[config.mk]
export PLATFORM = sky130hd
export DESIGN_NAME = ltw_timer
export DESIGN_NICKNAME = d
export VERILOG_FILES = /design/src/rtl/ltw_pkg.sv /design/src/rtl/ltw_timer.sv
export SDC_FILE = /design/constraint.sdc
export NUM_CORES = 1
export LEC_CHECK = 0
export BUFFER_PORTS_ARGS = -buffer_cell sky130_fd_sc_hd__buf_2
export CAP_MARGIN = 40
export CORE_MARGIN = 10
export CORE_UTILIZATION = 51
export DETAILED_ROUTE_END_ITERATION = 7
export PLACE_DENSITY = 0.79
export SKIP_LAST_GASP = 1
export SLEW_MARGIN = 20
export SYNTH_ARGS = -nofsm -noshare
export SYNTH_HDL_FRONTEND = slang
export SYNTH_SLANG_ARGS = --single-unit
export TNS_END_PERCENT = 1
[constraint.sdc]
create_clock -name aclk -period 2.1 [get_ports aclk]
set_input_delay 0.21 -clock aclk [delete_from_list [all_inputs] [get_ports aclk]]
set_output_delay 0.21 -clock aclk [all_outputs]
set_load 0.02 [all_outputs]
[src/rtl/ltw_pkg.sv]
/*
 * Constants of the timebase, watchdog and capture timer: register indices,
 * field positions, reset values and cycle counts.
 * Assumes the counter clock is the oscillator clock that feeds aclk.
 */
package ltw_pkg;
    localparam int ADDR_W = 8;
    // Printed offsets are register indices; byte address is four times the index.
    localparam logic [ADDR_W-1:0] CSR_INDEX = 8'h0b;
    localparam logic [ADDR_W-1:0] CAP_INDEX = 8'h0c;
    localparam logic [ADDR_W-1:0] CSR_ADDR = 8'(CSR_INDEX * 4);
    localparam logic [ADDR_W-1:0] CAP_ADDR = 8'(CAP_INDEX * 4);

    localparam int CNT_W = 13;
    localparam logic [CNT_W-1:0] CNT_TERMINAL = 13'h1f3f;
    localparam logic [CNT_W-1:0] CNT_RESET = 13'h0000;
    localparam int CAP_LSB = 5;

    // Control/status field positions.
    localparam int BIT_CAP_IE = 7;
    localparam int BIT_CAP_FLAG = 6;
    localparam int BIT_TB_SEL = 5;
    localparam int BIT_TB_IE = 4;
    localparam int BIT_TB_FLAG = 3;
    localparam int BIT_WDG_RF = 2;
    localparam int BIT_WDG_EN = 1;
    localparam int BIT_WDG_DLY = 0;

    localparam logic [7:0] CAP_RESET = 8'h00;
    localparam int WAKE_SHORT_CYCLES = 256;
    localparam int WAKE_LONG_CYCLES = 512;
    localparam int WAKE_W = 10;

    localparam logic [1:0] RESP_OKAY = 2'b00;
    localparam logic [1:0] RESP_SLVERR = 2'b10;

    typedef enum logic [1:0] {LTW_RUN, LTW_HALTED, LTW_WAKE} ltw_state_t;
endpackage : ltw_pkg

[src/rtl/ltw_timer.sv]
/*
 * Timebase, watchdog and input capture timer with an AXI4-Lite register slave.
 * Assumes aclk is the oscillator clock, chip_reset_req is fed back into the
 * chip reset that drives aresetn, and por_n is asserted only at power-on.
 */
// The AXI4-Lite register port and the placing of the registers were decided locally.
`timescale 1ns/1ps
module ltw_timer
    import ltw_pkg::*;
(
    input wire logic aclk,
    input wire logic aresetn,
    input wire logic por_n,
    input wire logic [ltw_pkg::ADDR_W-1:0] s_axi_awaddr,
    input wire logic s_axi_awvalid,
    output logic s_axi_awready,
    input wire logic [31:0] s_axi_wdata,
    input wire logic [3:0] s_axi_wstrb,
    input wire logic s_axi_wvalid,
    output logic s_axi_wready,
    output logic [1:0] s_axi_bresp,
    output logic s_axi_bvalid,
    input wire logic s_axi_bready,
    input wire logic [ltw_pkg::ADDR_W-1:0] s_axi_araddr,
    input wire logic s_axi_arvalid,
    output logic s_axi_arready,
    output logic [31:0] s_axi_rdata,
    output logic [1:0] s_axi_rresp,
    output logic s_axi_rvalid,
    input wire logic s_axi_rready,
    input wire logic capture_input_pin,
    input wire logic ext_interrupt,
    input wire logic halt_req,
    input wire logic cpu_irq_mask,
    input wire logic hw_watchdog_option,
    input wire logic reset_on_halt_option,
    input wire logic wake_delay_long,
    output logic timebase_irq,
    output logic capture_irq,
    output logic chip_reset_req
);
    import ltw_pkg::*;

    logic [CNT_W-1:0] cnt, next_cnt;
    logic tb_phase, next_tb_phase;
    logic wdg_phase, next_wdg_phase;
    logic capture_irq_enable, next_capture_irq_enable;
    logic capture_flag, next_capture_flag;
    logic timebase_select, next_timebase_select;
    logic timebase_irq_enable, next_timebase_irq_enable;
    logic timebase_flag, next_timebase_flag;
    logic watchdog_enable, next_watchdog_enable;
    logic watchdog_delay, next_watchdog_delay;
    logic watchdog_reset_flag, next_watchdog_reset_flag;
    logic wdg_elapsed, next_wdg_elapsed;
    logic [7:0] capture_register, next_capture_register;
    ltw_state_t state, next_state;
    logic [WAKE_W-1:0] wake_cnt, next_wake_cnt;
    logic next_chip_reset_req, next_timebase_irq, next_capture_irq;

    logic aw_held, next_aw_held;
    logic [ADDR_W-1:0] aw_addr, next_aw_addr;
    logic w_held, next_w_held;
    logic [31:0] w_data, next_w_data;
    logic [3:0] w_strb, next_w_strb;
    logic next_bvalid, next_rvalid;
    logic [1:0] next_bresp, next_rresp;
    logic [31:0] next_rdata;

    logic cap_s1, cap_s2, cap_prev;
    logic ext_s1, ext_s2;

    logic running, wrap, tb_event, wdg_period_end, wdg_active;
    logic do_write, csr_write, read_take, csr_read, cap_read;
    logic cap_edge, forced;
    logic [7:0] csr_value;
    logic [WAKE_W-1:0] wake_limit;

    // Capture pin and wake interrupt come from pins and are synchronised first.
    always_ff @(posedge aclk) begin
        if (!aresetn) begin
            cap_s1 <= 1'b0;
            cap_s2 <= 1'b0;
            cap_prev <= 1'b0;
            ext_s1 <= 1'b0;
            ext_s2 <= 1'b0;
        end else begin
            cap_s1 <= capture_input_pin;
            cap_s2 <= cap_s1;
            cap_prev <= cap_s2;
            ext_s1 <= ext_interrupt;
            ext_s2 <= ext_s1;
        end
    end

    always_comb begin
        running = (state == LTW_RUN);
        wrap = running && (cnt == CNT_TERMINAL);
        tb_event = wrap && (!timebase_select || tb_phase);
        wdg_period_end = wrap && wdg_phase;
        wdg_active = watchdog_enable || hw_watchdog_option;
        do_write = (aw_held || (s_axi_awvalid && s_axi_awready)) && (w_held || (s_axi_wvalid && s_axi_wready))
                   && !s_axi_bvalid;
        csr_write = do_write && ((aw_held ? aw_addr : s_axi_awaddr) == CSR_ADDR)
                    && (w_held ? w_strb[0] : s_axi_wstrb[0]);
        read_take = s_axi_arvalid && s_axi_arready;
        csr_read = read_take && (s_axi_araddr == CSR_ADDR);
        cap_read = read_take && (s_axi_araddr == CAP_ADDR);
        cap_edge = running && (cap_s2 != cap_prev);
        forced = csr_write && wdg_active && (w_held ? w_data[BIT_WDG_RF] : s_axi_wdata[BIT_WDG_RF]);
        wake_limit = wake_delay_long ? WAKE_W'(WAKE_LONG_CYCLES - 1) : WAKE_W'(WAKE_SHORT_CYCLES - 1);
        csr_value = {capture_irq_enable, capture_flag, timebase_select, timebase_irq_enable,
                     timebase_flag, watchdog_reset_flag, watchdog_enable, watchdog_delay};
    end

    always_comb begin
        next_cnt = cnt;
        if (running) begin
            next_cnt = wrap ? CNT_RESET : cnt + 13'h0001;
        end
        next_tb_phase = wrap ? !tb_phase : tb_phase;
        next_wdg_phase = wrap ? !wdg_phase : wdg_phase;

        next_state = state;
        next_wake_cnt = wake_cnt;
        unique case (state)
            LTW_RUN: begin
                if (halt_req && !reset_on_halt_option) begin
                    next_state = LTW_HALTED;
                end
            end
            LTW_HALTED: begin
                if (ext_s2) begin
                    next_state = LTW_WAKE;
                    next_wake_cnt = '0;
                end
            end
            LTW_WAKE: begin
                next_wake_cnt = wake_cnt + 10'h001;
                if (wake_cnt == wake_limit) begin
                    next_state = LTW_RUN;
                end
            end
        endcase

        next_capture_irq_enable = capture_irq_enable;
        next_timebase_select = timebase_select;
        next_timebase_irq_enable = timebase_irq_enable;
        next_watchdog_enable = watchdog_enable;
        next_watchdog_delay = watchdog_delay;
        if (csr_write) begin
            next_capture_irq_enable = w_held ? w_data[BIT_CAP_IE] : s_axi_wdata[BIT_CAP_IE];
            next_timebase_select = w_held ? w_data[BIT_TB_SEL] : s_axi_wdata[BIT_TB_SEL];
            next_timebase_irq_enable = w_held ? w_data[BIT_TB_IE] : s_axi_wdata[BIT_TB_IE];
            next_watchdog_enable = w_held ? w_data[BIT_WDG_EN] : s_axi_wdata[BIT_WDG_EN];
        end
        if (wdg_period_end) begin
            next_watchdog_delay = 1'b0;
        end
        if (csr_write && (w_held ? w_data[BIT_WDG_DLY] : s_axi_wdata[BIT_WDG_DLY])) begin
            next_watchdog_delay = 1'b1;
        end

        // Period runs from reset whether or not the watchdog is enabled.
        next_wdg_elapsed = wdg_elapsed || (wdg_period_end && !watchdog_delay);
        // The request stays up until the chip reset it asks for arrives.
        next_chip_reset_req = chip_reset_req || (wdg_active && next_wdg_elapsed) || forced
                              || (halt_req && reset_on_halt_option && wdg_active);
        next_watchdog_reset_flag = watchdog_reset_flag;
        if (csr_read) begin
            next_watchdog_reset_flag = 1'b0;
        end
        if (next_chip_reset_req) begin
            next_watchdog_reset_flag = 1'b1;
        end

        next_timebase_flag = csr_read ? 1'b0 : timebase_flag;
        if (tb_event) begin
            next_timebase_flag = 1'b1;
        end
        next_capture_flag = cap_read ? 1'b0 : capture_flag;
        next_capture_register = capture_register;
        if (cap_edge && !capture_flag) begin
            next_capture_register = cnt[CNT_W-1:CAP_LSB];
            next_capture_flag = 1'b1;
        end
        next_timebase_irq = next_timebase_flag && timebase_irq_enable && !cpu_irq_mask;
        next_capture_irq = next_capture_flag && capture_irq_enable && !cpu_irq_mask;

        next_aw_held = aw_held;
        next_aw_addr = aw_addr;
        next_w_held = w_held;
        next_w_data = w_data;
        next_w_strb = w_strb;
        if (s_axi_awvalid && s_axi_awready) begin
            next_aw_held = 1'b1;
            next_aw_addr = s_axi_awaddr;
        end
        if (s_axi_wvalid && s_axi_wready) begin
            next_w_held = 1'b1;
            next_w_data = s_axi_wdata;
            next_w_strb = s_axi_wstrb;
        end
        next_bvalid = s_axi_bvalid && !s_axi_bready;
        next_bresp = s_axi_bresp;
        if (do_write) begin
            next_aw_held = 1'b0;
            next_w_held = 1'b0;
            next_bvalid = 1'b1;
            next_bresp = ((aw_held ? aw_addr : s_axi_awaddr) == CSR_ADDR) ? RESP_OKAY : RESP_SLVERR;
        end
        next_rvalid = s_axi_rvalid && !s_axi_rready;
        next_rdata = s_axi_rdata;
        next_rresp = s_axi_rresp;
        if (read_take) begin
            next_rvalid = 1'b1;
            next_rresp = RESP_OKAY;
            if (s_axi_araddr == CSR_ADDR) begin
                next_rdata = {24'h000000, csr_value};
            end else if (s_axi_araddr == CAP_ADDR) begin
                next_rdata = {24'h000000, capture_register};
            end else begin
                next_rdata = 32'h00000000;
                next_rresp = RESP_SLVERR;
            end
        end
    end

    // The reset source flag must outlive the chip reset it causes.
    always_ff @(posedge aclk) begin
        if (!por_n) begin
            watchdog_reset_flag <= 1'b0;
        end else begin
            watchdog_reset_flag <= next_watchdog_reset_flag;
        end
    end

    always_ff @(posedge aclk) begin
        if (!aresetn) begin
            cnt <= CNT_RESET;
            tb_phase <= 1'b0;
            wdg_phase <= 1'b0;
            capture_irq_enable <= 1'b0;
            capture_flag <= 1'b0;
            timebase_select <= 1'b0;
            timebase_irq_enable <= 1'b0;
            timebase_flag <= 1'b0;
            watchdog_enable <= 1'b0;
            watchdog_delay <= 1'b0;
            wdg_elapsed <= 1'b0;
            capture_register <= CAP_RESET;
            state <= LTW_RUN;
            wake_cnt <= '0;
            chip_reset_req <= 1'b0;
            timebase_irq <= 1'b0;
            capture_irq <= 1'b0;
            aw_held <= 1'b0;
            aw_addr <= '0;
            w_held <= 1'b0;
            w_data <= 32'h00000000;
            w_strb <= 4'h0;
            s_axi_awready <= 1'b0;
            s_axi_wready <= 1'b0;
            s_axi_arready <= 1'b0;
            s_axi_bvalid <= 1'b0;
            s_axi_bresp <= RESP_OKAY;
            s_axi_rvalid <= 1'b0;
            s_axi_rdata <= 32'h00000000;
            s_axi_rresp <= RESP_OKAY;
        end else begin
            cnt <= next_cnt;
            tb_phase <= next_tb_phase;
            wdg_phase <= next_wdg_phase;
            capture_irq_enable <= next_capture_irq_enable;
            capture_flag <= next_capture_flag;
            timebase_select <= next_timebase_select;
            timebase_irq_enable <= next_timebase_irq_enable;
            timebase_flag <= next_timebase_flag;
            watchdog_enable <= next_watchdog_enable;
            watchdog_delay <= next_watchdog_delay;
            wdg_elapsed <= next_wdg_elapsed;
            capture_register <= next_capture_register;
            state <= next_state;
            wake_cnt <= next_wake_cnt;
            chip_reset_req <= next_chip_reset_req;
            timebase_irq <= next_timebase_irq;
            capture_irq <= next_capture_irq;
            aw_held <= next_aw_held;
            aw_addr <= next_aw_addr;
            w_held <= next_w_held;
            w_data <= next_w_data;
            w_strb <= next_w_strb;
            s_axi_awready <= !next_aw_held && !next_bvalid;
            s_axi_wready <= !next_w_held && !next_bvalid;
            s_axi_arready <= !next_rvalid;
            s_axi_bvalid <= next_bvalid;
            s_axi_bresp <= next_bresp;
            s_axi_rvalid <= next_rvalid;
            s_axi_rdata <= next_rdata;
            s_axi_rresp <= next_rresp;
        end
    end
endmodule : ltw_timer

==> key figures, run 1 <==
Routing
  – Routed WL: 7820 um
  – Starting DRT DRC Count: 87
  – Pre-antenna DRT Iters: 5
  – Drt drc: 0
  – Routed len/inst: 13.8 um
  – Vias per inst: 5.21
  – Remaining antenna violation count: 0
  – Vias: 2941

Status
  – Outcome: finished, final reports clean

Clock tree
  – TritonCTS buffer count: 9
  – TritonCTS clock tree: built
  – Later-pin clock latency in the skew report: roughly 0.34 ns
  – Root buffer cell: clkbuf_8
  – Hold-fix buffers at CTS: 0
  – CTS H-tree lvls: 3
  – Max Buffers Root-to-Sink: 2
  – Setup bufs post-CTS: 0
  – CTS clk-pin slew, worst paths: 0.08 ns
  – Cts repair resizes: 0
  – Clock sinks: 84

Floorplanning
  – Die ar.: 0.0110 mm^2
  – Die Y: 105 um
  – Die Wd: 105 um
  – # IOs: between 100 and 150
  – Initial Util: 53.5%
  – Row Count: 30
  – CORE AREA: roughly 0.007 mm^2

Setup path
  – Critical Path End Type: flip-flop
  – Crit-path cells: ha_1 > nand2_1 > nor4_4 > a31oi_1 > o211ai_1 > a31o_2
  – Slowest CP cell: nor4_4
  – R2r worst-path depth: 6
  – Crit path launch type: flip-flop
  – Setup CP Type: flip-flop to flip-flop
  – Worst r2r dst: watchdog_reset_flag
  – Worst-path maximum fanout: 6
  – Crit-path max cell delay: 0.48 ns
  – Worst EP required: 2.39 ns
  – Worst EP arrival: 2.17 ns
  – FF-to-FF Start: cnt[0]
  – R2R setup slack: 0.22 ns

Place
  – DP Worst Slack: 0.236 ns
  – Input/output buffers: 55
  – RePlAce Congestion: between 0.7 and 0.8
  – Post-DP HPWL: between 5000 and 6000 um

Finish
  – Commonest cells after routing, fill and taps aside: 84 x dfxtp_1, 55 x buf_2, 47 x nor2_1
  – Fin nets: 536
  – # diodes: 0
  – Most common cell after layout, fill and taps aside: dfxtp_1
  – Share of cells above drive strength 1: 20.3%
  – Area added between synthesis and finish: 12.8%

Global routing
  – Largest net degree at the start of global routing: 22
  – Total gr overflow: 0
  – First-pass GRT wire length: between 10000 and 15000 um
  – Vias in the first global route: 2950
  – Antenna violations before repair: 0
  – Total GRT Usage: 14.5%

Yosys
  – Post-synth ARST share: 0%
  – Post-synth top flop: dfxtp_1
  – Sequential element share of the synthesized area: 45.5%
  – Syn_area_per_cell: 9.06 um^2
  – Post-Synth Simple-Gate Area: 23.4%
  – Largest family of logic cells by synthesized area: simple AND/OR/NAND/NOR gates
  – Adder-Cell Fraction of Synth Area: under 10%
  – Yosys Warn Count: 0
  – Post-synthesis cell type count: 48
  – Post-synth EDFFs: 0
  – Compound-Gate Fraction of Synth Area: a little over a tenth
  – Xor/xnor share of the synthesized area: 5.69%
  – Synth Instances: 408
  – Synthesized flop and latch total: 84
  – Mux cell area share after synthesis: under 10%
  – Synth Cell Area: 0.00369 mm^2

STA
  – PnR worst setup slack: 0.219 ns
  – Final setup fails: 0
  – Setup_tns: 0 ns
  – RSZ-0062 raised after global routing: false
  – Final slew viol count: 0
  – Final Hold Fails: 0
  – Fin crit share: approximately nine tenths
  – Worst Max-Slew Pin Slew: around 0.65 ns
  – Slew HR: 56.7%
  – Fin crit period: 1.88 ns
  – Skew final: 0.00760 ns
  – Fmax: between 500 and 600 MHz

Hold path
  – Worst min-delay path category: input port to flip-flop
  – Hold depth: 2
  – Worst Min Path Start: cpu_irq_mask
  – Hold endpoint: capture_irq

Power
  – Worst vdd ir: about 0.00047 V
  – Static leakage: 1.72 nW
  – Power per cell area: slightly below 800 mW/mm^2

Flow run
  – Maxcap violations: 0
==> per-stage QoR <==
step	hold slack, ns	util (%)	power, mW	instance area, um^2	cells
floorplan	0.287	-	2.19	3790	433
global placement	0.410	57.8	2.29	3990	549
detailed placement	0.411	57.8	2.31	3990	549
CTS	0.0348	60.3	3.33	4170	565
global route	0.0213	60.3	3.49	4170	565
finish	0.0502	60.3	3.30	4170	565
==> worst max path at each step <==
stage	depth (start not counted)	endpoint	slack, ns	from
floorplan	6	capture_irq_enable	0.31	s_axi_wready
global placement	6	chip_reset_req	0.28	cnt[0]
detailed placement	6	chip_reset_req	0.24	cnt[0]
CTS	6	watchdog_reset_flag	0.22	cnt[0]
global route	6	chip_reset_req	0.07	cnt[0]
finish	6	watchdog_reset_flag	0.22	cnt[0]
==> routing by layer <==
metal / part of all wire (%) / up-vias / track usage (%) / wire length [um]
li1: - / 1474 / - / -
met4: 1.3 / 0 / 6.08 / 100
met5: 0 / - / 0 / 0
met3: 8.0 / 10 / 5.59 / 628
met2: 46 / 80 / 23.1 / 3630
met1: 44 / 1377 / 16.9 / 3460
==> area by class of cell <==
| type | instances | area (um^2) |
|---|---|---|
| Multi-Input combinational cell | 300 | 1820 |
| Timing Repair Buffer | 65 | 350 |
| Tap cell | 96 | 120 |
| Fill cell | 626 | 2740 |
| Clock inverter | 6 | 40.0 |
| Clock buffer | 10 | 138 |
| Inverter | 4 | 15.0 |
| Sequential cell | 84 | 1680 |
==> worst max-delay path: cells and delay by family (launching register included) <==
family | cells | cell delay (ns)
and+or+nand+nor | 2 | 0.63
adders and majority gates | 1 | 0.21
DFF | 1 | 0.41
AOI/OAI and AO/OA | 3 | 0.57
==> Yosys cell counts (all sizes together) (2+ instances only) <==
library cell | number | area, um^2
buf | 35 | 239
nor3 | 7 | 40.0
xnor2 | 14 | 123
mux2i | 14 | 140
ha | 5 | 62.6
o21a | 2 | 15.0
nor2b | 4 | 25.0
mux2 | 5 | 56.3
and4 | 3 | 26.3
o211ai | 3 | 36.3
or3 | 5 | 31.3
and3 | 7 | 43.8
nor3b | 3 | 22.5
nand2b | 4 | 25.0
nor2 | 47 | 176
nand3 | 22 | 110
nand3b | 2 | 15.0
a21oi | 33 | 165
nor4 | 5 | 46.3
a31oi | 2 | 12.5
xor2 | 10 | 87.6
nand2 | 40 | 150
clkbuf | 10 | 37.5
dfxtp | 84 | 1680
a22oi | 8 | 60.1
and2 | 5 | 31.3
o211a | 5 | 50.1
nor4b | 2 | 17.5
inv | 4 | 15.0
nand4 | 6 | 43.8
==> state kept, by name, indices dropped and copies added (netlist names), 2 cells and up <==
name              count
wake_cnt             10
w_data                6
cnt                  13
s_axi_rdata           8
state                 2
capture_register      8
aw_addr               8
==> cell families after synthesis <==
group	Yosys count
simple gates	168
flops	84
compound gates	58
buf+inv	49
xor+xnor	24
mux	19
fa+ha+maj	5
other cells	1
==> power by group <==
group | internal [mW] | switching (mW)
Clock | 0.457 | 0.563
Combinational | 0.226 | 0.324
Sequential | 1.67 | 0.0618
Power figures use the tool's default switching activity.
==> inputs of run 2 (changes only) <==
- ABC_AREA: default -> 1
- BUFFER_PORTS_ARGS: -buffer_cell sky130_fd_sc_hd__buf_2 -> default
- CELL_PAD_IN_SITES_DETAIL_PLACEMENT: default -> 1
- CELL_PAD_IN_SITES_GLOBAL_PLACEMENT: default -> 1
- CORE_UTILIZATION: 51 -> 44
- DONT_BUFFER_PORTS: default -> 1
- PLACE_DENSITY: 0.79 -> default
- PLACE_DENSITY_LB_ADDON: default -> 0.1
==> key figures, run 2 <==
Finish
  – # diodes: 0
  – # fillers: 1100
  – Commonest cells after routing, fill and taps aside: 104 x nand2_1, 84 x dfxtp_1, 76 x inv_1
  – Area added between synthesis and finish: 8.46%
  – Max reg flops: 13
  – Top reg by flops: cnt
  – Share of cells above drive strength 1: between 7 and 8%
  – Most common cell after layout, fill and taps aside: nand2_1
  – Area of the multi-input gates: 0.00168 mm^2
  – Top flop regs: cnt: 13 flops, wake_cnt: 10 flops
  – Sequential Area: roughly 0.0017 mm^2
  – Final Core Density: around 50%
  – Fin nets: about 620

Floorplanning
  – Die Y: 113 um
  – Die Wd: roughly 110 um
  – Initial Util: 45.8%
  – # IOs: 111
  – Row Count: 33
  – Die ar.: 0.0128 mm^2
  – CORE AREA: 0.00834 mm^2

Hold path
  – Hold endpoint: aw_addr[3]
  – Worst Min Path Start: s_axi_awaddr[3]
  – Worst min-delay path category: input port to flip-flop
  – Hold depth: 2

Routing
  – Top Layer Used: met4
  – Routed WL: roughly 9800 um
  – Vias per inst: 4.99
  – Starting DRT DRC Count: 79
  – Met1 Wirelength: 4340 um
  – Met2 wire len: ~4800 um
  – Routed length on met3: 554 um
  – Vias: 3291
  – Pre-antenna DRT Iters: 4
  – Routed len/inst: approximately 15 um
  – Remaining antenna violation count: 0
  – Drt drc: 0

STA
  – Slew HR: 63.7%
  – Final Hold Fails: 0
  – Final setup fails: 0
  – Setup_tns: 0 ns
  – Fin crit share: between 80 and 90%
  – Skew final: 0.0120 ns
  – Worst Max-Slew Pin Slew: 0.544 ns
  – RSZ-0062 raised after global routing: false
  – Fin crit period: 1.79 ns
  – Final slew viol count: 0
  – Fmax: between 500 and 600 MHz

Clock tree
  – Max Buffers Root-to-Sink: 2
  – CTS clk-pin slew, worst paths: 0.09 ns
  – Cts repair resizes: 0
  – TritonCTS clock tree: built
  – CTS H-tree lvls: 3
  – Hold-fix buffers at CTS: 6
  – TritonCTS buffer count: 9
  – Root buffer cell: clkbuf_8
  – Clock sinks: 84
  – Setup bufs post-CTS: 0
  – Later-pin clock latency in the skew report: about 0.36 ns

Global routing
  – Largest net degree at the start of global routing: 35
  – Total GRT Usage: 15.4%
  – First-pass GRT wire length: between 15000 and 20000 um
  – Vias in the first global route: 3343
  – Antenna violations before repair: 0
  – Total gr overflow: 0

Power
  – Int Pwr: 2.51 mW
  – Clk pwr share: 33.8%
  – Static leakage: 1.77 nW
  – NetSw: between 1 and 1.5 mW
  – Switching power share of the total: 30.1%
  – Comb pwr share: 16.7%
  – Worst vdd ir: 0.000460 V
  – Seq pwr share: 49.5%
  – Power per cell area: 868 mW/mm^2

Setup path
  – Worst-path maximum fanout: 5
  – R2r worst-path depth: 8
  – Worst r2r dst: state[1]
  – R2R setup slack: 0.31 ns
  – Slowest CP cell: dfxtp_1
  – Crit path launch type: flip-flop
  – Worst EP arrival: 2.03 ns
  – Crit-path max cell delay: between 0.4 and 0.5 ns
  – Worst EP required: 2.34 ns
  – Critical Path End Type: flip-flop
  – Setup crit start: wake_cnt[0]
  – FF-to-FF Start: wake_cnt[0]
  – Crit-path cells: ha_1 > nand3_1 > nor2_1 > nand4_1 > o21ai_0 > nand2_1 > nand2_1 > a21oi_1
  – Setup CP Type: flip-flop to flip-flop
  – Top cell by count, worst path: nand2_1

Yosys
  – Post-synth top flop: dfxtp_1
  – Synth area leaders: dfxtp_1 44%, nand2_1 10%, inv_1 7.5%
  – Synth cell count leaders: 104 x nand2_1, 84 x dfxtp_1, 76 x inv_1
  – Synth Cell Area: 0.00382 mm^2
  – Share of the synthesized area in the top cell type: between 40 and 50%
  – Yosys top cell by area: dfxtp_1
  – Synthesized flop and latch total: 84
  – Most common cell in the synthesized netlist: nand2_1
  – Post-synth ARST share: 0%
  – Sequential element share of the synthesized area: roughly 44%
  – Yosys Warn Count: 0
  – Synth Instances: 534
  – Post-synth EDFFs: 0
  – Post-synthesis cell type count: 36
  – Syn_area_per_cell: approximately 7 um^2

Flow run
  – Maxcap violations: 0

Place
  – Post-DP HPWL: 7490 um
  – RePlAce Congestion: approximately 0.81
  – Input/output buffers: 0

Status
  – Outcome: finished, final reports clean
[run 2: cell count changes after synthesis, moves of 7 or more]
cell	delta
o22ai_1	+8
mux2i_1	-14
o21ai_0	+42
nand2_1	+64
xnor2_1	-14
xor2_1	-7
a21oi_1	+14
nor2_1	+22
a22oi_1	-8
inv_1	+72
[run 2: cell families (layout without fill, tap and decap cells)]
family                   after synthesis  after routing  synth area share (%)
AO/OA/AOI/OAI                        106            106                  14.8
XOR/XNOR                               3              3                 0.688
adder cells (fa/ha/maj)                5              5                  1.64
buffers and inverters                116            112                  14.3
flip-flops                            84             84                  44.1
other                                  1             26                0.0982
AND/OR/NAND/NOR                      219            219                  24.4
[run 2: metal layers]
layer | track usage (%) | vias up
met3 | 4.75 | 13
li1 | - | 1672
met4 | 5.16 | 0
met1 | 18.1 | 1552
met2 | 26.0 | 54
met5 | 0 | -
[run 2: how the worst max path moves through the flow]
stage | to | slack, ns
2_1_floorplan | cnt[11] | 0.54
3_3_place_gp | cnt[11] | 0.41
3_5_place_dp | cnt[11] | 0.30
4_1_cts | cnt[11] | 0.30
5_1_grt | timebase_select | 0.11
6_report | state[1] | 0.31
[run 2: through the flow]
step / area, um^2 / std cells / power, mW / setup WS [ns] / hold slack (ns)
floorplan: 3910 / 559 / 2.29 / 0.540 / 0.287
global placement: 3870 / 638 / 2.37 / 0.406 / 0.289
detailed placement: 3870 / 638 / 2.40 / 0.304 / 0.290
CTS: 4150 / 660 / 3.64 / 0.302 / 0.00158
global route: 4140 / 660 / 3.80 / 0.113 / 0.0161
finish: 4140 / 660 / 3.59 / 0.315 / 0.0127
[run 2: cell type report]
| class | instances | share of cell area, % |
|---|---|---|
| multi-input cells | 359 | 40.7 |
| flip-flops and latches | 84 | 40.6 |
| inverters | 80 | 7.31 |
| clock buffers | 11 | 3.66 |
| well taps | 105 | 3.17 |
| repair buffers | 16 | 3.14 |
| clock inverters | 5 | 1.42 |
[run 2: power by group through the flow]
| stage | registers (mW) | clock network (mW) | logic (mW) |
|---|---|---|---|
| final | 1.78 | 1.21 | 0.600 |
| after global routing | 1.80 | 1.31 | 0.691 |
| after CTS | 1.78 | 1.25 | 0.607 |
| after detailed placement | 1.82 | 0 | 0.584 |
| after global placement | 1.81 | 0 | 0.561 |
| after floorplan | 1.80 | 0 | 0.486 |
[run 2: critical path: cells and delay by family, from the launching register on]
family	cells	cell delay (ns)
AOI/OAI and AO/OA	2	0.43
adders and majority gates	1	0.22
and+or+nand+nor	5	0.60
DFF	1	0.42
